**src/pkg/rpcf_map.svh**
```systemverilog
`ifndef RPCF_MAP_SVH
`define RPCF_MAP_SVH

// Slot layout of the pause request, valid and quanta buses
`define RPCF_NUM_PRIO       8
`define RPCF_NUM_SLOT       9
`define RPCF_GLOBAL_SLOT    8

// Field widths
`define RPCF_ADDR_W         48
`define RPCF_FIELD_W        16

// Reset values and the all-slots clear mask
`define RPCF_SLOT_RST       9'h000
`define RPCF_QUANTA_RST     16'h0000
`define RPCF_ALL_SLOTS      9'h1FF

// Latency from header strobe to registered outputs, in clock cycles
`define RPCF_LATENCY        1

`endif

```
**src/pkg/rpcf_pkg.sv**
```systemverilog
package rpcf_pkg;

    `include "rpcf_map.svh"

    typedef logic [`RPCF_ADDR_W-1:0]  rpcf_addr_t;
    typedef logic [`RPCF_FIELD_W-1:0] rpcf_field_t;
    typedef logic [`RPCF_NUM_SLOT-1:0] rpcf_slot_t;

    // Parsed header of one received frame, presented for one cycle
    typedef struct packed {
        logic                                        good;
        rpcf_addr_t                                  dest_addr;
        rpcf_addr_t                                  src_addr;
        rpcf_field_t                                 ethertype;
        rpcf_field_t                                 opcode;
        logic [`RPCF_NUM_PRIO-1:0]                   prio_enable;
        logic [`RPCF_NUM_PRIO-1:0][`RPCF_FIELD_W-1:0] quanta;
    } rpcf_hdr_t;

    // Check switches of one frame class
    typedef struct packed {
        logic enable;
        logic mcast_check;
        logic ucast_check;
        logic source_check;
        logic etype_check;
        logic opcode_check;
    } rpcf_class_sw_t;

    // Classification result of one frame
    typedef struct packed {
        logic glob_ctrl;
        logic prio_ctrl;
        logic glob_pause;
    } rpcf_class_t;

    typedef logic [`RPCF_NUM_SLOT-1:0][`RPCF_FIELD_W-1:0] rpcf_quanta_t;

endpackage

```
**src/design/rpcf_top.sv**
```systemverilog
`timescale 1ns/1ps
// Summary of operation
// Acknowledge bus clears pause requests only while wait-for-acknowledge is set.
// User logic acknowledges each pause request on its matching acknowledge bit.
// Global control frames are classified only while their enable is set.
// Global control multicast check compares destination with multicast pause address.
// Global control unicast check compares destination with unicast pause address.
// Global control source check compares source with pause source address.
// Global control ethertype check requires type equal to its configured value.
// Global control opcode check tests opcode against configured minimum and maximum.
// Priority control frames are classified only while their enable is set.
// Priority control multicast check compares destination with multicast address.
// Priority control unicast check compares destination with unicast address.
// Priority control source check compares source with pause source address.
// Priority control ethertype check requires type equal to its configured value.
// Priority control opcode check tests opcode against configured minimum and maximum.
// Global pause frames are classified only while their enable is set.
// Global pause multicast check compares destination with multicast address.
// Global pause unicast check compares destination with unicast address.
// Global pause source check compares source with pause source address.
// Global pause ethertype check requires type equal to its configured value.
// Global pause opcode check verifies the received opcode when switched on.
// Global pause opcode check compares against one configured opcode value.
// Accepted pause sets its request bit, held until the pause is processed.
// Standard pause frame raises valid bit 8 and fills quanta slot 8.
// Control frames are forwarded when forwarding is on, dropped otherwise.
// A class matches only when every switched-on check passes, with one hit enough for both address checks; off checks pass.
// Opcode range bounds are inclusive at both ends.
`include "rpcf_map.svh"
module rpcf_top
(
    input  wire logic                   i_clk,
    input  wire logic                   i_sys_rst,
    input  wire logic                   i_frm_valid,
    input  wire rpcf_pkg::rpcf_hdr_t    i_frm_hdr,
    input  wire logic                   i_wait_for_ack,
    input  wire rpcf_pkg::rpcf_slot_t   i_pause_ack,
    input  wire rpcf_pkg::rpcf_addr_t   i_pause_unicast_dest_addr,
    input  wire rpcf_pkg::rpcf_addr_t   i_pause_multicast_dest_addr,
    input  wire rpcf_pkg::rpcf_addr_t   i_pause_source_addr,
    input  wire logic                   i_glob_ctrl_enable,
    input  wire logic                   i_glob_ctrl_mcast_check,
    input  wire logic                   i_glob_ctrl_ucast_check,
    input  wire logic                   i_glob_ctrl_source_check,
    input  wire logic                   i_glob_ctrl_etype_check,
    input  wire rpcf_pkg::rpcf_field_t  i_glob_ctrl_etype,
    input  wire logic                   i_glob_ctrl_opcode_check,
    input  wire rpcf_pkg::rpcf_field_t  i_glob_ctrl_opcode_min,
    input  wire rpcf_pkg::rpcf_field_t  i_glob_ctrl_opcode_max,
    input  wire logic                   i_prio_ctrl_enable,
    input  wire logic                   i_prio_ctrl_mcast_check,
    input  wire logic                   i_prio_ctrl_ucast_check,
    input  wire logic                   i_prio_ctrl_source_check,
    input  wire logic                   i_prio_ctrl_etype_check,
    input  wire rpcf_pkg::rpcf_field_t  i_prio_ctrl_etype,
    input  wire logic                   i_prio_ctrl_opcode_check,
    input  wire rpcf_pkg::rpcf_field_t  i_prio_ctrl_opcode_min,
    input  wire rpcf_pkg::rpcf_field_t  i_prio_ctrl_opcode_max,
    input  wire logic                   i_glob_pause_enable,
    input  wire logic                   i_glob_pause_mcast_check,
    input  wire logic                   i_glob_pause_ucast_check,
    input  wire logic                   i_glob_pause_source_check,
    input  wire logic                   i_glob_pause_etype_check,
    input  wire rpcf_pkg::rpcf_field_t  i_glob_pause_etype,
    input  wire logic                   i_glob_pause_opcode_check,
    input  wire rpcf_pkg::rpcf_field_t  i_glob_pause_opcode,
    input  wire logic                   i_forward_control,
    output logic                        o_pause_valid_any,
    output rpcf_pkg::rpcf_slot_t        o_pause_valid,
    output rpcf_pkg::rpcf_quanta_t      o_pause_quanta,
    output rpcf_pkg::rpcf_slot_t        o_pause_req,
    output rpcf_pkg::rpcf_class_t       o_frm_class,
    output logic                        o_ctrl_forward,
    output logic                        o_ctrl_drop
);
    import rpcf_pkg::*;

    rpcf_class_sw_t sw_gcp;
    rpcf_class_sw_t sw_pcp;
    rpcf_class_sw_t sw_gpp;

    assign sw_gcp = '{enable:       i_glob_ctrl_enable,
                      mcast_check:  i_glob_ctrl_mcast_check,
                      ucast_check:  i_glob_ctrl_ucast_check,
                      source_check: i_glob_ctrl_source_check,
                      etype_check:  i_glob_ctrl_etype_check,
                      opcode_check: i_glob_ctrl_opcode_check};
    assign sw_pcp = '{enable:       i_prio_ctrl_enable,
                      mcast_check:  i_prio_ctrl_mcast_check,
                      ucast_check:  i_prio_ctrl_ucast_check,
                      source_check: i_prio_ctrl_source_check,
                      etype_check:  i_prio_ctrl_etype_check,
                      opcode_check: i_prio_ctrl_opcode_check};
    assign sw_gpp = '{enable:       i_glob_pause_enable,
                      mcast_check:  i_glob_pause_mcast_check,
                      ucast_check:  i_glob_pause_ucast_check,
                      source_check: i_glob_pause_source_check,
                      etype_check:  i_glob_pause_etype_check,
                      opcode_check: i_glob_pause_opcode_check};

    // Shared field comparators
    logic da_is_mcast;
    logic da_is_ucast;
    logic sa_is_pause;
    logic frm_take;

    assign frm_take    = i_frm_valid && i_frm_hdr.good;
    assign da_is_mcast = (i_frm_hdr.dest_addr == i_pause_multicast_dest_addr);
    assign da_is_ucast = (i_frm_hdr.dest_addr == i_pause_unicast_dest_addr);
    assign sa_is_pause = (i_frm_hdr.src_addr == i_pause_source_addr);

    // Destination passes when any switched-on address check hits;
    // both on means either address is accepted, and one hit is enough.
    function automatic logic dest_pass(input rpcf_class_sw_t sw,
                                       input logic mc_hit,
                                       input logic uc_hit);
        logic any_on;
        any_on    = sw.mcast_check || sw.ucast_check;
        dest_pass = !any_on || (sw.mcast_check && mc_hit) || (sw.ucast_check && uc_hit);
    endfunction

    // Global control class
    logic gcp_dest_ok;
    logic gcp_src_ok;
    logic gcp_etype_ok;
    logic gcp_op_in_range;
    logic gcp_op_ok;
    logic gcp_match;

    assign gcp_dest_ok     = dest_pass(sw_gcp, da_is_mcast, da_is_ucast);
    assign gcp_src_ok      = !sw_gcp.source_check || sa_is_pause;
    assign gcp_etype_ok    = !sw_gcp.etype_check
                             || (i_frm_hdr.ethertype == i_glob_ctrl_etype);
    assign gcp_op_in_range = (i_frm_hdr.opcode >= i_glob_ctrl_opcode_min)
                             && (i_frm_hdr.opcode <= i_glob_ctrl_opcode_max);
    assign gcp_op_ok       = !sw_gcp.opcode_check || gcp_op_in_range;
    assign gcp_match       = sw_gcp.enable && gcp_dest_ok && gcp_src_ok
                             && gcp_etype_ok && gcp_op_ok;

    // Priority control class
    logic pcp_dest_ok;
    logic pcp_src_ok;
    logic pcp_etype_ok;
    logic pcp_op_in_range;
    logic pcp_op_ok;
    logic pcp_match;

    assign pcp_dest_ok     = dest_pass(sw_pcp, da_is_mcast, da_is_ucast);
    assign pcp_src_ok      = !sw_pcp.source_check || sa_is_pause;
    assign pcp_etype_ok    = !sw_pcp.etype_check
                             || (i_frm_hdr.ethertype == i_prio_ctrl_etype);
    assign pcp_op_in_range = (i_frm_hdr.opcode >= i_prio_ctrl_opcode_min)
                             && (i_frm_hdr.opcode <= i_prio_ctrl_opcode_max);
    assign pcp_op_ok       = !sw_pcp.opcode_check || pcp_op_in_range;
    assign pcp_match       = sw_pcp.enable && pcp_dest_ok && pcp_src_ok
                             && pcp_etype_ok && pcp_op_ok;

    // Global pause class
    logic gpp_dest_ok;
    logic gpp_src_ok;
    logic gpp_etype_ok;
    logic gpp_op_ok;
    logic gpp_match;

    assign gpp_dest_ok  = dest_pass(sw_gpp, da_is_mcast, da_is_ucast);
    assign gpp_src_ok   = !sw_gpp.source_check || sa_is_pause;
    assign gpp_etype_ok = !sw_gpp.etype_check
                          || (i_frm_hdr.ethertype == i_glob_pause_etype);
    assign gpp_op_ok    = !sw_gpp.opcode_check
                          || (i_frm_hdr.opcode == i_glob_pause_opcode);
    assign gpp_match    = sw_gpp.enable && gpp_dest_ok && gpp_src_ok
                          && gpp_etype_ok && gpp_op_ok;

    // Classification of the frame on the strobe
    rpcf_class_t class_now;
    logic        is_ctrl;

    assign class_now.glob_ctrl  = frm_take && gcp_match;
    assign class_now.prio_ctrl  = frm_take && pcp_match;
    assign class_now.glob_pause = frm_take && gpp_match;
    assign is_ctrl              = class_now.glob_ctrl || class_now.prio_ctrl
                                  || class_now.glob_pause;

    // Per-slot pause events and quanta
    rpcf_slot_t   pause_set;
    rpcf_quanta_t quanta_now;

    genvar g;
    generate
        for (g = 0; g < `RPCF_NUM_PRIO; g++)
        begin : g_prio
            assign pause_set[g]  = class_now.prio_ctrl && i_frm_hdr.prio_enable[g];
            assign quanta_now[g] = i_frm_hdr.quanta[g];
        end
    endgenerate

    // Standard pause carries its single quanta in the first field
    assign pause_set[`RPCF_GLOBAL_SLOT]  = class_now.glob_pause;
    assign quanta_now[`RPCF_GLOBAL_SLOT] = i_frm_hdr.quanta[0];

    // Request hold; a fresh pause wins over an acknowledge in the same cycle.
    // Without wait-for-acknowledge the request lasts one cycle, as processing
    // is then assumed to happen at once.
    rpcf_slot_t req_reg;
    rpcf_slot_t req_next;
    rpcf_slot_t req_clear;

    assign req_clear = i_wait_for_ack ? i_pause_ack : `RPCF_ALL_SLOTS;
    assign req_next  = pause_set | (req_reg & ~req_clear);

    always_ff @(posedge i_clk or posedge i_sys_rst)
    begin
        if (i_sys_rst)
            req_reg <= `RPCF_SLOT_RST;
        else
            req_reg <= req_next;
    end

    // Valid strobes, one cycle after the header
    rpcf_slot_t valid_reg;

    always_ff @(posedge i_clk or posedge i_sys_rst)
    begin
        if (i_sys_rst)
            valid_reg <= `RPCF_SLOT_RST;
        else
            valid_reg <= pause_set;
    end

    // Quanta slots load only on their own event, so older values persist
    rpcf_quanta_t quanta_reg;

    generate
        for (g = 0; g < `RPCF_NUM_SLOT; g++)
        begin : g_quanta
            always_ff @(posedge i_clk or posedge i_sys_rst)
            begin
                if (i_sys_rst)
                    quanta_reg[g] <= `RPCF_QUANTA_RST;
                else if (pause_set[g])
                    quanta_reg[g] <= quanta_now[g];
            end
        end
    endgenerate

    // Class flags and forwarding decision
    rpcf_class_t class_reg;
    logic        fwd_reg;
    logic        drop_reg;

    always_ff @(posedge i_clk or posedge i_sys_rst)
    begin
        if (i_sys_rst)
            class_reg <= '0;
        else
            class_reg <= class_now;
    end

    always_ff @(posedge i_clk or posedge i_sys_rst)
    begin
        if (i_sys_rst)
        begin
            fwd_reg  <= 1'b0;
            drop_reg <= 1'b0;
        end
        else
        begin
            fwd_reg  <= is_ctrl && i_forward_control;
            drop_reg <= is_ctrl && !i_forward_control;
        end
    end

    assign o_pause_valid     = valid_reg;
    assign o_pause_valid_any = |valid_reg;
    assign o_pause_quanta    = quanta_reg;
    assign o_pause_req       = req_reg;
    assign o_frm_class       = class_reg;
    assign o_ctrl_forward    = fwd_reg;
    assign o_ctrl_drop       = drop_reg;

endmodule

```
**config.mk**
```make
export PLATFORM = sky130hd
export DESIGN_NAME = rpcf_top
export DESIGN_NICKNAME = d
export VERILOG_FILES = /design/src/pkg/rpcf_pkg.sv /design/src/design/rpcf_top.sv
export VERILOG_INCLUDE_DIRS = /design/src /design/src/pkg
export SDC_FILE = /design/constraint.sdc
export NUM_CORES = 1
export LEC_CHECK = 0
export ABC_AREA = 0
export BUFFER_PORTS_ARGS = -buffer_cell sky130_fd_sc_hd__buf_2
export CORE_AREA = 5 5 284 286
export CTS_CLUSTER_DIAMETER = 150
export DETAILED_ROUTE_END_ITERATION = 16
export DIE_AREA = 0 0 289 291
export PLACE_DENSITY = 0.45
export SETUP_SLACK_MARGIN = 0.4
export SYNTH_ARGS = -nofsm -noshare
export SYNTH_HDL_FRONTEND = slang
export SYNTH_SLANG_ARGS = --single-unit
```
**constraint.sdc**
```tcl
create_clock -name i_clk -period 4.65 [get_ports i_clk]
set_input_delay 0.2325 -clock i_clk [delete_from_list [all_inputs] [get_ports i_clk]]
set_output_delay 0.2325 -clock i_clk [all_outputs]
set_load 0.02 [all_outputs]
```
[Word-level counts from Yosys, hierarchy flattened]
Cells that the tools add are included.
Widths: inputs -> output; s select.
Cells by class
  $lt $le $gt $ge: 4
  equality and inequality tests: 7
  muxes and demuxes: 1
  bitwise logic cells: 3
  reduce and logical (&&, ||, !) cells: 68
Operator list (count)
  $eq 48x48->1: 3
  $eq 16x16->1: 4
  $logic_and 1x1->1: 34
  $ge 16x16->1: 2
  $le 16x16->1: 2
  $logic_or 1x1->1: 20
  $logic_not 1->1: 13
  $and 9x9->9: 1
  $mux 9: 1
  $not 9->9: 1
  $or 9x9->9: 1
  $reduce_or 9->1: 1
Storage, ports and cells
  flip-flop bits (word level): 167
  input port bits: 569
  output and inout port bits: 168
  word-level logic and storage cells: 99

[Longest topological paths before layout]
Gate-level depths: netlist of run 1.
  depth after elaboration: 12
  mapped depth: 11
  mapped depth without buffers: 9

[Worst setup path after synthesis of run 1]
Ideal clock, no wire load.
  path type: input to register
  start point: in i_prio_ctrl_opcode_max[14]
  end point: reg quanta_reg, in the netlist o_pause_quanta[16]
  setup time: 0.125 ns
  arrival: 2.512 ns
  data required time: 4.525 ns
  setup slack: 2.013 ns
  cell stages on the path: 11
  path buffers: 2
  cell sequence: inv_1 > ha_1 > a21oi_2 > nand2_1 > a221o_1 > o311a_1 > a211oi_4 > buf_6 > nand4_4 > buf_6 > mux2_4
Between the ends
  longest elaborated chain between the ends: 6
RTL lines
  start: declaration: RTL line rpcf_top.sv:58  | input wire rpcf_pkg::rpcf_field_t i_prio_ctrl_opcode_max,
  $le 16x16->1: RTL line rpcf_top.sv:153  | && (i_frm_hdr.opcode <= i_prio_ctrl_opcode_max);
  $logic_and 1x1->1: RTL line rpcf_top.sv:153
  $logic_or 1x1->1: RTL line rpcf_top.sv:154  | assign pcp_op_ok = !sw_pcp.opcode_check || pcp_op_in_range;
  $logic_and 1x1->1: RTL line rpcf_top.sv:156  | && pcp_etype_ok && pcp_op_ok;
  $logic_and 1x1->1: RTL line rpcf_top.sv:179  | assign class_now.prio_ctrl = frm_take && pcp_match;
  $logic_and 1x1->1: RTL line rpcf_top.sv:192  | assign pause_set[g] = class_now.prio_ctrl && i_frm_hdr.prio_enable[g];
  end signal: indexed assignment: RTL line rpcf_top.sv:239  | quanta_reg[g] <= `RPCF_QUANTA_RST;
  end signal: indexed assignment: RTL line rpcf_top.sv:241  | quanta_reg[g] <= quanta_now[g];
  end: declaration: RTL line rpcf_top.sv:231  | rpcf_quanta_t quanta_reg;
Every way passes these cells.
A chain may end at the register's enable or synchronous reset.

[Worst setup path in the final report of run 1]
  start point: in i_pause_source_addr[1]
  end point: reg quanta_reg, in the netlist o_pause_quanta[96]
Between the ends
  longest elaborated chain between the ends: 7
RTL lines
  start: declaration: RTL line rpcf_top.sv:40  | input wire rpcf_pkg::rpcf_addr_t i_pause_source_addr,
  $eq 48x48->1: RTL line rpcf_top.sv:110  | assign sa_is_pause = (i_frm_hdr.src_addr == i_pause_source_addr);
  $logic_or 1x1->1: RTL line rpcf_top.sv:149  | assign pcp_src_ok = !sw_pcp.source_check || sa_is_pause;
  $logic_and 1x1->1: RTL line rpcf_top.sv:155  | assign pcp_match = sw_pcp.enable && pcp_dest_ok && pcp_src_ok
  $logic_and 1x1->1 (2 in a row): RTL line rpcf_top.sv:156
  $logic_and 1x1->1: RTL line rpcf_top.sv:179
  $logic_and 1x1->1: RTL line rpcf_top.sv:192
Every way passes these cells.

==> metrics.md, run 1 <==
| Metric | Value |
|---|---|
| Final Cycle Share | 80.95% |
| Longest Clk Path Bufs | 2 |
| WL met1 | 22.24 mm |
| Yosys cell types | 47 |
| Switch share | 32.09% |
| Vias in the first global route | 11410 |
| Pwr/cell area | 241.2 mW/mm² |
| Pint | 2.747 mW |
| Clock share of power | 35.3% |
| Comb pwr share | 26.1% |
| Final wirelength | 57.56 mm |
| Minimum clock period | 3.764 ns |
| First-pass GRT wire length | 79.86 mm |
| Post-synth EDFFs | 0 |
| Clock-pin slew on the worst setup and hold paths | 0.09 ns |
| Drt drc | 0 |
| Max incr delay on CP | 0.97 ns |
| Switching pwr | 1.298 mW |
| Die area | 0.08410 mm² |
| FF-to-FF path depth | 1 |
| Worst endpoint required time | 4.99 ns |
| Fin area | 0.01677 mm² |
| Fmax | 265.7 MHz |
| Crit end category | flop |
| Max_slew headroom | 26.57% |
| Final Slew Violations | 0 |
| Die width | 289 µm |
| Synth Area per Inst | 11.86 µm² |
| Register area share after synthesis | 39.56% |
| Post-Synthesis Net Count | 1518 |
| Core ar. | 0.07810 mm² |
| Synthesized area | 0.01050 mm² |
| Critical path cell sequence | buf_2 -> xnor2_1 -> nand4_1 -> nor4_1 -> nand3_1 -> a211oi_4 -> buf_4 -> nand4_2 -> mux2_2 |
| Top layer in use | met5 |
| CP top delay family | simple AND/OR/NAND/NOR gates |
| Area after DPL | 0.01542 mm² |
| Initial antenna violation count | 27 |
| CTS tree | done |
| Drt pass-1 iters | 4 |
| Ys flop type | dfrtp_1 |
| # port buffers | 736 |
| Leak Pwr | 9.215 nW |
| Total number of vias | 10300 |
| Outcome | completed |
| Post-synth ARST share | 100.0% |
| Die Ht | 291 µm |
| Max-cap violations | 0 |
| Worst Setup Slack, final | 0.8859 ns |
| WL/cell | 20.77 µm |
| Final design utilization | 21.48% |
| Top cells by area, synth | dfrtp_1 40%, xor2_1 12%, mux2_4 8.9%, mux2_2 8.8%, ha_1 7.6% |
| Final Skew | 0 ns |
| CP Launch Type | primary input |
| DPL Wire Length | 51.05 mm |
| Ys Warns | 0 |
| Initial DRC count | 349 |
| Post_cts resized | 0 |
| Final Wtd Congestion | 0.9894 |
| RSZ-0062 raised after global routing | false |
| Number of synthesized register bits | 166 |
| Pwr Total | 4.045 mW |
| Slew of the pin with the lowest slew margin | 1.101 ns |
| Endpoints failing setup | 0 |
| Final Hold Viols | 0 |
| CTS Buf Count | 17 |
| Critical path class | in2reg |
| Routed vias/inst | 3.715 |
| Fillers | 8657 |
| Placement Setup Slack | 0.2914 ns |
| Met2 WL post-DR | 29.76 mm |
| CP max stage cell | nor4_1 |
| # H-tree levels | 4 |
| Crit path max fanout | 17 |
| Worst-skew pair later-pin latency | 0.43 ns |
| Post-Synthesis Cells | 885 |
| Sequential power share | 38.6% |
| Dominant cell type by area after synthesis | dfrtp_1 |
| Crit path DAT | 4.11 ns |
| Nets | 2337 |
| Met3 routed WL | 4.200 mm |
| Top cell type's share of synthesized area | 39.56% |
| Clk root buf | clkbuf_16 |
| Setup TNS | 0 ns |
| Post-route ant nets | 0 |
| CP Buf/Inv Count | 2 |
| Synth-to-layout area growth | 59.76% |
| Largest net degree at the start of global routing | 167 |
| Starting Density | 13.44% |
| Share of post-route cells with drive strength above 1 | 54.11% |
| Global route overflow | 0 |
| Total GRT Usage | 13.03% |
| Cell Rows | 103 |
| Number of placed I/O pins | 737 |
| Maximum VDD drop | 0.0002316 V |
| HP Class | in2async |
| Clock sinks | 166 |
| Crit. path cell count | 9 |
[routing by layer]
| metal | GRT usage, % | up-vias |
|---|---|---|
| met2 | 24.31 | 544 |
| met5 | 0 | - |
| met4 | 3.302 | 4 |
| met1 | 14.88 | 4874 |
| met3 | 2.937 | 76 |
| li1 | - | 4800 |
[sequential cells by signal (all words and copies together), names as in the netlist]
| register | flops |
|---|---|
| o_ctrl_drop | 1 |
| o_pause_req | 9 |
| o_frm_class | 3 |
| o_pause_quanta | 144 |
| o_pause_valid | 8 |
| o_ctrl_forward | 1 |
[metrics by stage]
step	hold WS, ns	std cells
floorplan	0.3328	885
global placement	0.4286	2661
detailed placement	0.4317	2661
CTS	0.001165	2767
global route	0.002085	2768
finish	0.01128	2772
[area by class of cell]
type                            count  area, µm²  share of cell area, %
Sequential cell                   166       4154                  24.76
Clock inverter                     15      178.9                  1.067
Tap cell                         1050       1314                  7.832
Timing Repair Buffer              816       4482                  26.72
Multi-Input combinational cell    636       5953                  35.49
Antenna cell                        5      12.51                0.07459
Clock buffer                       17      425.4                  2.536
Inverter                           67      255.2                  1.522
[synth_stat cells, types with 2 or more instances]
master / number
nand3_1: 9
xor2_1: 144
nor4_1: 40
o211ai_1: 2
a211oi_1: 2
nand2_1: 16
and3_1: 9
or4_1: 3
a221o_1: 4
dfrtp_1: 166
nand4_4: 6
buf_4: 3
ha_1: 64
o31ai_1: 2
buf_6: 9
a21oi_1: 22
nor2b_1: 3
nand3b_1: 9
inv_1: 67
buf_2: 2
mux2_2: 82
xnor2_1: 64
a41oi_1: 2
nor3_1: 3
nand2b_1: 3
nand4_1: 37
a2111oi_0: 4
nor2_1: 8
o21ai_0: 7
mux2_4: 62
a21o_1: 14
nand4_2: 2
[placed cells by master, fill, tap and decap left out, types with 16 or more instances in the layout]
master,count
a21oi_1,22
mux2_4,62
clkbuf_16,17
buf_2,736
inv_1,66
dfrtp_1,166
xor2_1,144
mux2_2,82
nor4_1,40
xnor2_1,64
ha_1,64
nand4_1,37
dlygate4sd3_1,74
nand2_1,16
[power groups by stage]
stage	Sequential [mW]	Clock [mW]	Combinational, mW
3_5_place_dp	1.59	0	1.02
5_1_grt	1.57	1.54	1.15
6_report	1.56	1.43	1.06
3_3_place_gp	1.59	0	1.01
4_1_cts	1.56	1.49	1.08
2_1_floorplan	1.69	0	0.364
[tightest hold or removal path, cell delays in order]
cell,delay (ns)
buf_2,0.11
clkinvlp_4,0.07
buf_12,0.58
[final timing paths]
kind / start / end / slack [ns]
setup reg to reg: o_pause_quanta[11] / o_pause_quanta[11] / 3.83
min in group i_clk: i_frm_hdr[62] / o_pause_quanta[62] / 0.03
hold / removal: i_sys_rst / o_pause_req[5] / 0.01
hold reg to reg: o_pause_quanta[28] / o_pause_quanta[28] / 0.50
max in group asynchronous: i_sys_rst / o_pause_quanta[40] / 3.84
setup / recovery: i_pause_source_addr[1] / o_pause_quanta[96] / 0.89
[kinds of logic (layout without fill, tap and decap cells)]
logic type | Yosys count | count (layout) | synth area share [%]
other | 0 | 5 | 0
multiplexers | 144 | 144 | 17.66
flip-flops | 166 | 166 | 39.56
XOR/XNOR | 208 | 208 | 17.35
buffers and inverters | 83 | 915 | 3.742
AO/OA/AOI/OAI | 69 | 69 | 4.635
adder cells (fa/ha/maj) | 64 | 64 | 7.626
AND/OR/NAND/NOR | 151 | 151 | 9.426
[timing repair]
action,CTS,global route
hold buffers,74,0
buffers inserted,0,0
endpoints found under the hold margin,74,0
(Power assumes the default switching activity.)
==> inputs of run 2 (changes only) <==
ABC_AREA = 1   (was 0)
CORE_AREA = 5 5 280 282   (was 5 5 284 286)
DIE_AREA = 0 0 285 287   (was 0 0 289 291)
PLACE_DENSITY = 0.47   (was 0.45)
clock period = 3.4 ns   (was 4.65 ns; I/O delays follow)
==> run 2 against run 1 <==
  * Sequential share of layout area shrank 2.0 points
  * Non-clock buffer count grew 69
  * Clock power grew 48%
  * Final cell count grew 24%
  * Register-to-register slack lost 1.2 ns
  * Critical path type unchanged
  * Count of clock-buffer cells in the layout grew 1
==> metrics.md, run 2 <==
| Metric | Value |
|---|---|
| Longest Clk Path Bufs | 2 (unchanged) |
| Starting Density | 15.15% (was 13.44%) |
| Post-synth EDFFs | 0 (unchanged) |
| Register Area | 0.004154 mm² (unchanged) |
| Final Wtd Congestion | 0.8802 (was 0.9894) |
| Nets | 3061 (was 2337) |
| Placement Setup Slack | 0.4343 ns (was 0.2914 ns) |
| Initial antenna violation count | 16 (was 27) |
| Minimum clock period | 2.330 ns |
| CTS tree | done (unchanged) |
| Crit end category | flop (unchanged) |
| Drt pass-1 iters | 5 (was 4) |
| Dominant cell type by area after synthesis | dfrtp_1 (unchanged) |
| HP Class | in2reg (was in2async) |
| Top cell type's share of synthesized area | 36.35% (was 39.56%) |
| Worst Setup Slack, final | 1.070 ns (was 0.8859 ns) |
| Worst-skew pair later-pin latency | 0.42 ns (was 0.43 ns) |
| # H-tree levels | 4 (unchanged) |
| Number of synthesized register bits | 166 (unchanged) |
| Crit path max fanout | 17 (unchanged) |
| Max reg flops | 144 (unchanged) |
| Post-Synthesis Cells | 1544 (was 885) |
| Post-synth ARST share | 100.0% (unchanged) |
| Vias in the first global route | 13170 (was 11410) |
| Post-CTS Setup Bufs | 0 (unchanged) |
| Setup TNS | 0 ns (unchanged) |
| Fmax | 429.3 MHz |
| Die area | 0.08180 mm² (was 0.08410 mm²) |
| Slew of the pin with the lowest slew margin | 0.7878 ns (was 1.101 ns) |
| Ys Warns | 0 (unchanged) |
| Max_slew headroom | 47.16% (was 26.57%) |
| # port buffers | 736 (unchanged) |
| Maximum VDD drop | 0.0002169 V (was 0.0002316 V) |
| DPL Wire Length | 47.83 mm (was 51.05 mm) |
| Final Hold Viols | 0 (unchanged) |
| Total number of vias | 12500 (was 10300) |
| Leak Pwr | 10.73 nW (was 9.215 nW) |
| Initial DRC count | 453 (was 349) |
| CTS Buf Count | 17 (unchanged) |
| Share of post-route cells with drive strength above 1 | 35.89% (was 54.11%) |
| Most frequent cells in the layout | 736 x buf_2, 662 x nand2_1, 182 x inv_1 (was 736 x buf_2, 166 x dfrtp_1, 144 x xor2_1) |
| Die width | 285 µm (was 289 µm) |
| Yosys cell types | 34 (was 47) |
| CP Launch Type | primary input (unchanged) |
| Post_cts resized | 0 (unchanged) |
| Crit path DAT | 2.69 ns (was 4.11 ns) |
| Register area share after synthesis | 36.35% (was 39.56%) |
| Finished Layout Cells | 3424 (was 2772) |
| Outcome | completed (unchanged) |
| Worst endpoint required time | 3.76 ns (was 4.99 ns) |
| Pwr/cell area | 330.6 mW/mm² (was 241.2 mW/mm²) |
| Core ar. | 0.07544 mm² (was 0.07810 mm²) |
| Max-cap violations | 0 (unchanged) |
| Cell Rows | 101 (was 103) |
| Commonest non-fill, non-tap cell in the layout | buf_2 (unchanged) |
| Fin area | 0.01825 mm² (was 0.01677 mm²) |
| Endpoints failing setup | 0 (unchanged) |
| Hold WS | 0.01173 ns (was 0.01128 ns) |
| FF-to-FF path depth | 2 (was 1) |
| Count leader, synth | nand2_1 (was dfrtp_1) |
| Commonest cells post-synth | 663 x nand2_1, 183 x inv_1, 166 x dfrtp_1, 107 x xnor2_1, 88 x nor2_1 (was 166 x dfrtp_1, 144 x xor2_1, 82 x mux2_2, 67 x inv_1) |
| Area of the multi-input gates | 0.006357 mm² (was 0.005953 mm²) |
| Placed Instances | 3249 (was 2661) |
| Post-Synthesis Net Count | 2177 (was 1518) |
| Total GRT Usage | 13.19% (was 13.03%) |
| Critical path class | in2reg (unchanged) |
| Worst hold stages | 3 |
| Ys flop type | dfrtp_1 (unchanged) |
| Final Skew | 0 ns (unchanged) |
| Final Slew Violations | 0 (unchanged) |
| Pwr Total | 6.032 mW (was 4.045 mW) |
| Largest net degree at the start of global routing | 126 (was 167) |
| Synth Area per Inst | 7.402 µm² (was 11.86 µm²) |
| Post-route ant nets | 0 (unchanged) |
| Die Ht | 287 µm (was 291 µm) |
| Clock-pin slew on the worst setup and hold paths | 0.08 ns (was 0.09 ns) |
| Clk root buf | clkbuf_16 (unchanged) |
| Number of placed I/O pins | 737 (unchanged) |
| Synthesized area | 0.01143 mm² (was 0.01050 mm²) |
| First-pass GRT wire length | 82.07 mm (was 79.86 mm) |
| Global route overflow | 0 (unchanged) |
| Fillers | 8436 (was 8657) |
| Final wirelength | 56.34 mm (was 57.56 mm) |
| Routed vias/inst | 3.650 (was 3.715) |
| Drt drc | 0 (unchanged) |
| RSZ-0062 raised after global routing | false (unchanged) |
| Final design utilization | 24.19% (was 21.48%) |
| Final Cycle Share | 68.52% |
| Top cells by area, synth | dfrtp_1 36%, nand2_1 22%, xnor2_1 8.2%, ha_1 7.0%, inv_1 6.0% (was dfrtp_1 40%, xor2_1 12%, mux2_4 8.9%, mux2_2 8.8%, ha_1 7.6%) |
| Clock sinks | 166 (unchanged) |
| Area after DPL | 0.01623 mm² (was 0.01542 mm²) |
| WL/cell | 16.46 µm (was 20.77 µm) |
| Synth-to-layout area growth | 59.68% (was 59.76%) |
[run 2: cell types whose count changed after synthesis, sizes merged, moves of 9 or more]
| cell | change |
|---|---|
| nand4 | -23 |
| nand3b | -9 |
| inv | +117 |
| nor4 | -39 |
| a21oi | +14 |
| xor2 | -90 |
| nand2 | +713 |
| nand3 | +13 |
| mux2 | -144 |
| xnor2 | +43 |
| nor2 | +93 |
| nor3 | +10 |
| a21o | -13 |
| and3 | -9 |
[run 2: report_power, final]
part / switching [mW] / internal [mW] / total [mW]
logic: 0.951 / 0.755 / 1.71
clock network: 0.923 / 1.18 / 2.11
registers: 0.0906 / 2.13 / 2.22
total: 1.96 / 4.07 / 6.03
[run 2: per-layer routing]
layer,vias up,track usage [%],routed length [µm],share of wire [%]
met1,5492,15.54,22740,40
met4,12,4.299,1689,3.0
met2,462,23.89,28460,51
met5,-,0,81,0.14
li1,6460,-,-,-
met3,70,2.831,3367,6.0
[run 2: cell families after synthesis]
| family | Yosys count | share of synthesized area (%) |
|---|---|---|
| compound gates | 52 | 2.420 |
| xor+xnor | 161 | 12.34 |
| fa+ha+maj | 64 | 7.007 |
| buf+inv | 207 | 8.047 |
| flops | 166 | 36.35 |
| simple gates | 894 | 33.84 |
[run 2: layout make-up]
| class | count | area share (%) |
|---|---|---|
| Antenna cell | 5 | 0.06856 |
| Clock buffer | 18 | 2.352 |
| Clock inverter | 14 | 1.063 |
| Inverter | 187 | 3.867 |
| Multi-Input combinational cell | 1171 | 34.84 |
| Sequential cell | 166 | 22.76 |
| Tap cell | 978 | 6.705 |
| Timing Repair Buffer | 885 | 28.34 |
[run 2: worst paths after layout]
path	endpoint	slack (ns)	start
max	o_pause_quanta[75]	1.07	i_frm_hdr[141]
min	o_pause_quanta[140]	0.01	i_frm_hdr[12]
max reg2reg	o_pause_quanta[9]	2.67	o_pause_quanta[9]
min reg2reg	o_pause_quanta[5]	0.47	o_pause_quanta[5]
max in group asynchronous	o_pause_req[6]	2.03	i_sys_rst
min in group asynchronous	o_pause_req[3]	0.30	i_sys_rst
[run 2: critical path: stages]
cell and delay (ns):
buf_2 0.16, ha_1 0.32, a21oi_1 0.17, nor2_1 0.07, nor3_1 0.14, nand2_1 0.08
nand2_1 0.06, nand2_1 0.04, nand2_1 0.05, nand2_1 0.06, nand2_2 0.33, nand3_4 0.26
buf_12 0.24, nor2_8 0.33, nand2_1 0.09, nand2_1 0.09
[run 2: repair_timing]
action	in CTS	in global routing
hold buffers	138	0
hold endpoints to repair	163	0
endpoints found under the setup margin	0	0
==> inputs of run 3 (changes only) <==
clock period = 2.1 ns   (was 3.4 ns; I/O delays follow)
==> run 3 against run 2 <==
  * Routed wire length rose by 3.4%
  * Clock skew unchanged
  * Count of clock-buffer cells in the layout did not move
  * Flip-flop and latch count unchanged
  * Sequential power increased by 63%
  * Critical endpoint is now o_pause_quanta[96]
==> metrics.md, run 3 (same netlist as run 2, synthesis figures left out) <==
| Metric | Value |
|---|---|
| Outcome | completed (unchanged) |
| Initial DRC count | 336 (was 453) |
| Die area | 0.08180 mm² (unchanged) |
| Leak Pwr | 11.56 nW (was 10.73 nW) |
| Commonest non-fill, non-tap cell in the layout | buf_2 (unchanged) |
| Finished Layout Cells | 3499 (was 3424) |
| Placed Instances | 3317 (was 3249) |
| Post-route ant nets | 0 (unchanged) |
| Clock sinks | 166 (unchanged) |
| Drt drc | 0 (unchanged) |
| Worst-skew pair later-pin latency | 0.44 ns (was 0.42 ns) |
| Fmax | 588.4 MHz |
| Worst hold stages | 4 (was 3) |
| Final Slew Violations | 0 (unchanged) |
| Slew of the pin with the lowest slew margin | 0.6542 ns (was 0.7878 ns) |
| DPL Wire Length | 48.33 mm (was 47.83 mm) |
| Total GRT Usage | 13.21% (was 13.19%) |
| Number of placed I/O pins | 737 (unchanged) |
| Total number of vias | 13000 (was 12500) |
| Endpoints failing setup | 0 (unchanged) |
| Pwr/cell area | 499.7 mW/mm² (was 330.6 mW/mm²) |
| Max reg flops | 144 (unchanged) |
| Final Skew | 0 ns (unchanged) |
| # H-tree levels | 4 (unchanged) |
| Max incr delay on CP | 0.21 ns (was 0.33 ns) |
| Final Wtd Congestion | 0.8774 (was 0.8802) |
| Critical path class | in2reg (unchanged) |
| Internal reg-to-reg setup slack | 1.33 ns (was 2.67 ns) |
| Crit end category | flop (unchanged) |
| Share of post-route cells with drive strength above 1 | 41.88% (was 35.89%) |
| Fillers | 8246 (was 8436) |
| Max_slew headroom | 56.38% (was 47.16%) |
| Nets | 3137 (was 3061) |
| Synth-to-layout area growth | 74.47% (was 59.68%) |
| Routed vias/inst | 3.716 (was 3.650) |
| Longest Clk Path Bufs | 2 (unchanged) |
| Drt pass-1 iters | 5 (unchanged) |
| Most frequent cells in the layout | 723 x buf_2, 616 x nand2_1, 175 x inv_1 (was 736 x buf_2, 662 x nand2_1, 182 x inv_1) |
| Cell Rows | 101 (unchanged) |
| Clock-pin slew on the worst setup and hold paths | 0.07 ns (was 0.08 ns) |
| Final Hold Viols | 0 (unchanged) |
| Register Area | 0.004154 mm² (unchanged) |
| Clk root buf | clkbuf_16 (unchanged) |
| Worst r2r src | o_pause_quanta[61] (was o_pause_quanta[9]) |
| Final design utilization | 26.43% (was 24.19%) |
| CTS tree | done (unchanged) |
| Largest net degree at the start of global routing | 115 (was 126) |
| HP Class | in2reg (unchanged) |
| Starting Density | 15.15% (unchanged) |
| Core ar. | 0.07544 mm² (unchanged) |
| Max-cap violations | 0 (unchanged) |
| CP max stage cell | a21oi_4 (was nand2_2) |
| First-pass GRT wire length | 82.01 mm (was 82.07 mm) |
| WL/cell | 16.66 µm (was 16.46 µm) |
| Global route overflow | 0 (unchanged) |
| FF-to-FF path depth | 2 (unchanged) |
| End of the worst hold path | o_pause_req[8] (was o_pause_quanta[140]) |
| HP Start | i_pause_ack[8] (was i_frm_hdr[12]) |
| Die width | 285 µm (unchanged) |
| Die Ht | 287 µm (unchanged) |
| Initial antenna violation count | 10 (was 16) |
| Maximum VDD drop | 0.0005246 V (was 0.0002169 V) |
| R2R Path End | o_pause_quanta[61] (was o_pause_quanta[9]) |
| CP Launch Type | primary input (unchanged) |
| Vias in the first global route | 13580 (was 13170) |
| Crit path DAT | 2.07 ns (was 2.69 ns) |
| # port buffers | 736 (unchanged) |
| Critical path cell sequence | buf_6 -> xnor2_2 -> buf_4 -> nand2_4 -> nor2_4 -> nand2_1 -> nor2_2 -> nand3_2 -> a21oi_4 -> buf_12 -> nand3_4 -> buf_12 -> nor2_8 -> clkbuf_16 -> nand2_2 -> nand2_1 (was buf_2 -> ha_1 -> a21oi_1 -> nor2_1 -> nor3_1 -> nand2_1 -> nand2_1 -> nand2_1 -> nand2_1 -> nand2_1 -> nand2_2 -> nand3_4 -> buf_12 -> nor2_8 -> nand2_1 -> nand2_1) |
| Minimum clock period | 1.699 ns |
| CTS Buf Count | 17 (unchanged) |
| Final wirelength | 58.29 mm (was 56.34 mm) |
| Worst endpoint required time | 2.47 ns (was 3.76 ns) |
| Area of the multi-input gates | 0.006989 mm² (was 0.006357 mm²) |
| Crit path max fanout | 7 (was 17) |
| Final Cycle Share | 80.93% |
| RSZ-0062 raised after global routing | true (was false) |
-- run 3: changes by cell type in the layout (fill, tap and decap cells not counted), moves of 7 or more --
| cell | previous run | this run |
|---|---|---|
| buf_2 | 736 | 723 |
| nand2_4 | 2 | 23 |
| ha_4 | 0 | 11 |
| nand2_2 | 65 | 88 |
| buf_6 | 0 | 18 |
| buf_12 | 2 | 25 |
| nand2_1 | 662 | 616 |
| buf_4 | 9 | 48 |
| xnor2_1 | 107 | 91 |
| ha_1 | 64 | 53 |
| xnor2_2 | 0 | 14 |
| inv_1 | 182 | 175 |
| nor2_2 | 4 | 11 |
| nor2_1 | 88 | 78 |
-- run 3: critical path, delay by kind of cell --
family	cells	cell delay (ns)
and+or+nand+nor	9	0.84
buffers and inverters	5	0.76
AOI/OAI and AO/OA	1	0.21
xor gates and xnor gates	1	0.14
-- run 3: area by class of cell --
class / instances / area share, %
Clock inverter: 14 / 0.8158
Antenna cell: 4 / 0.05020
Multi-Input combinational cell: 1171 / 35.05
Timing Repair Buffer: 961 / 31.31
Sequential cell: 166 / 20.83
Tap cell: 978 / 6.137
Clock buffer: 18 / 2.152
Inverter: 187 / 3.646
-- run 3: how the worst max path moves through the flow --
stage	slack, ns	cells past startpoint	to	from
2_1_floorplan	-0.12	1	o_ctrl_drop	i_sys_rst
3_3_place_gp	-0.48	14	o_ctrl_forward	i_pause_source_addr[47]
3_5_place_dp	-0.44	14	o_ctrl_forward	i_pause_source_addr[47]
4_1_cts	0.38	15	o_pause_quanta[106]	i_frm_hdr[151]
5_1_grt	0.30	16	o_pause_quanta[15]	i_frm_hdr[214]
6_report	0.40	16	o_pause_quanta[96]	i_frm_hdr[214]
-- run 3: report_power, final --
| group | total (mW) | internal, mW | switching (mW) | leakage (nW) |
|---|---|---|---|---|
| Combinational | 2.99 | 1.37 | 1.63 | 9.00 |
| Clock | 3.36 | 1.79 | 1.57 | 0.287 |
| Sequential | 3.61 | 3.44 | 0.162 | 2.27 |
-- run 3: what timing repair did --
action / CTS / global route
endpoints found under the setup margin: 163 / 152
cloned: 0 / 6
resized for setup: 15 / 130
setup buffers: 0 / 2
pin swaps: 4 / 52
hold endpoints to repair: 320 / 0
hold buffers: 138 / 0
-- run 3: through the flow --
step / worst slack [ns] / hold WS [ns] / area [µm²] / TNS [ns] / total power, mW
finish: 0.4006 / 0.06295 / 19940 / 0 / 9.964
global route: 0.3020 / 0.03791 / 19930 / 0 / 10.56
CTS: 0.3847 / 0.006285 / 19190 / 0 / 10.07
detailed placement: -0.4383 / 0.2492 / 17140 / -35.23 / 6.357
global placement: -0.4821 / 0.2577 / 17140 / -32.32 / 6.352
floorplan: -0.1178 / 0.2030 / 11550 / -19.55 / 4.914
-- run 3: layer usage --
| layer | track usage, % | vias to the layer above | wire length [µm] | part of all wire [%] |
|---|---|---|---|---|
| met2 | 23.97 | 491 | 29410 | 50 |
| met3 | 3.331 | 69 | 3718 | 6.4 |
| met4 | 4.359 | 4 | 1830 | 3.1 |
| met1 | 15.19 | 5845 | 23290 | 40 |
| met5 | 0 | - | 30 | 0.051 |
| li1 | - | 6592 | - | - |
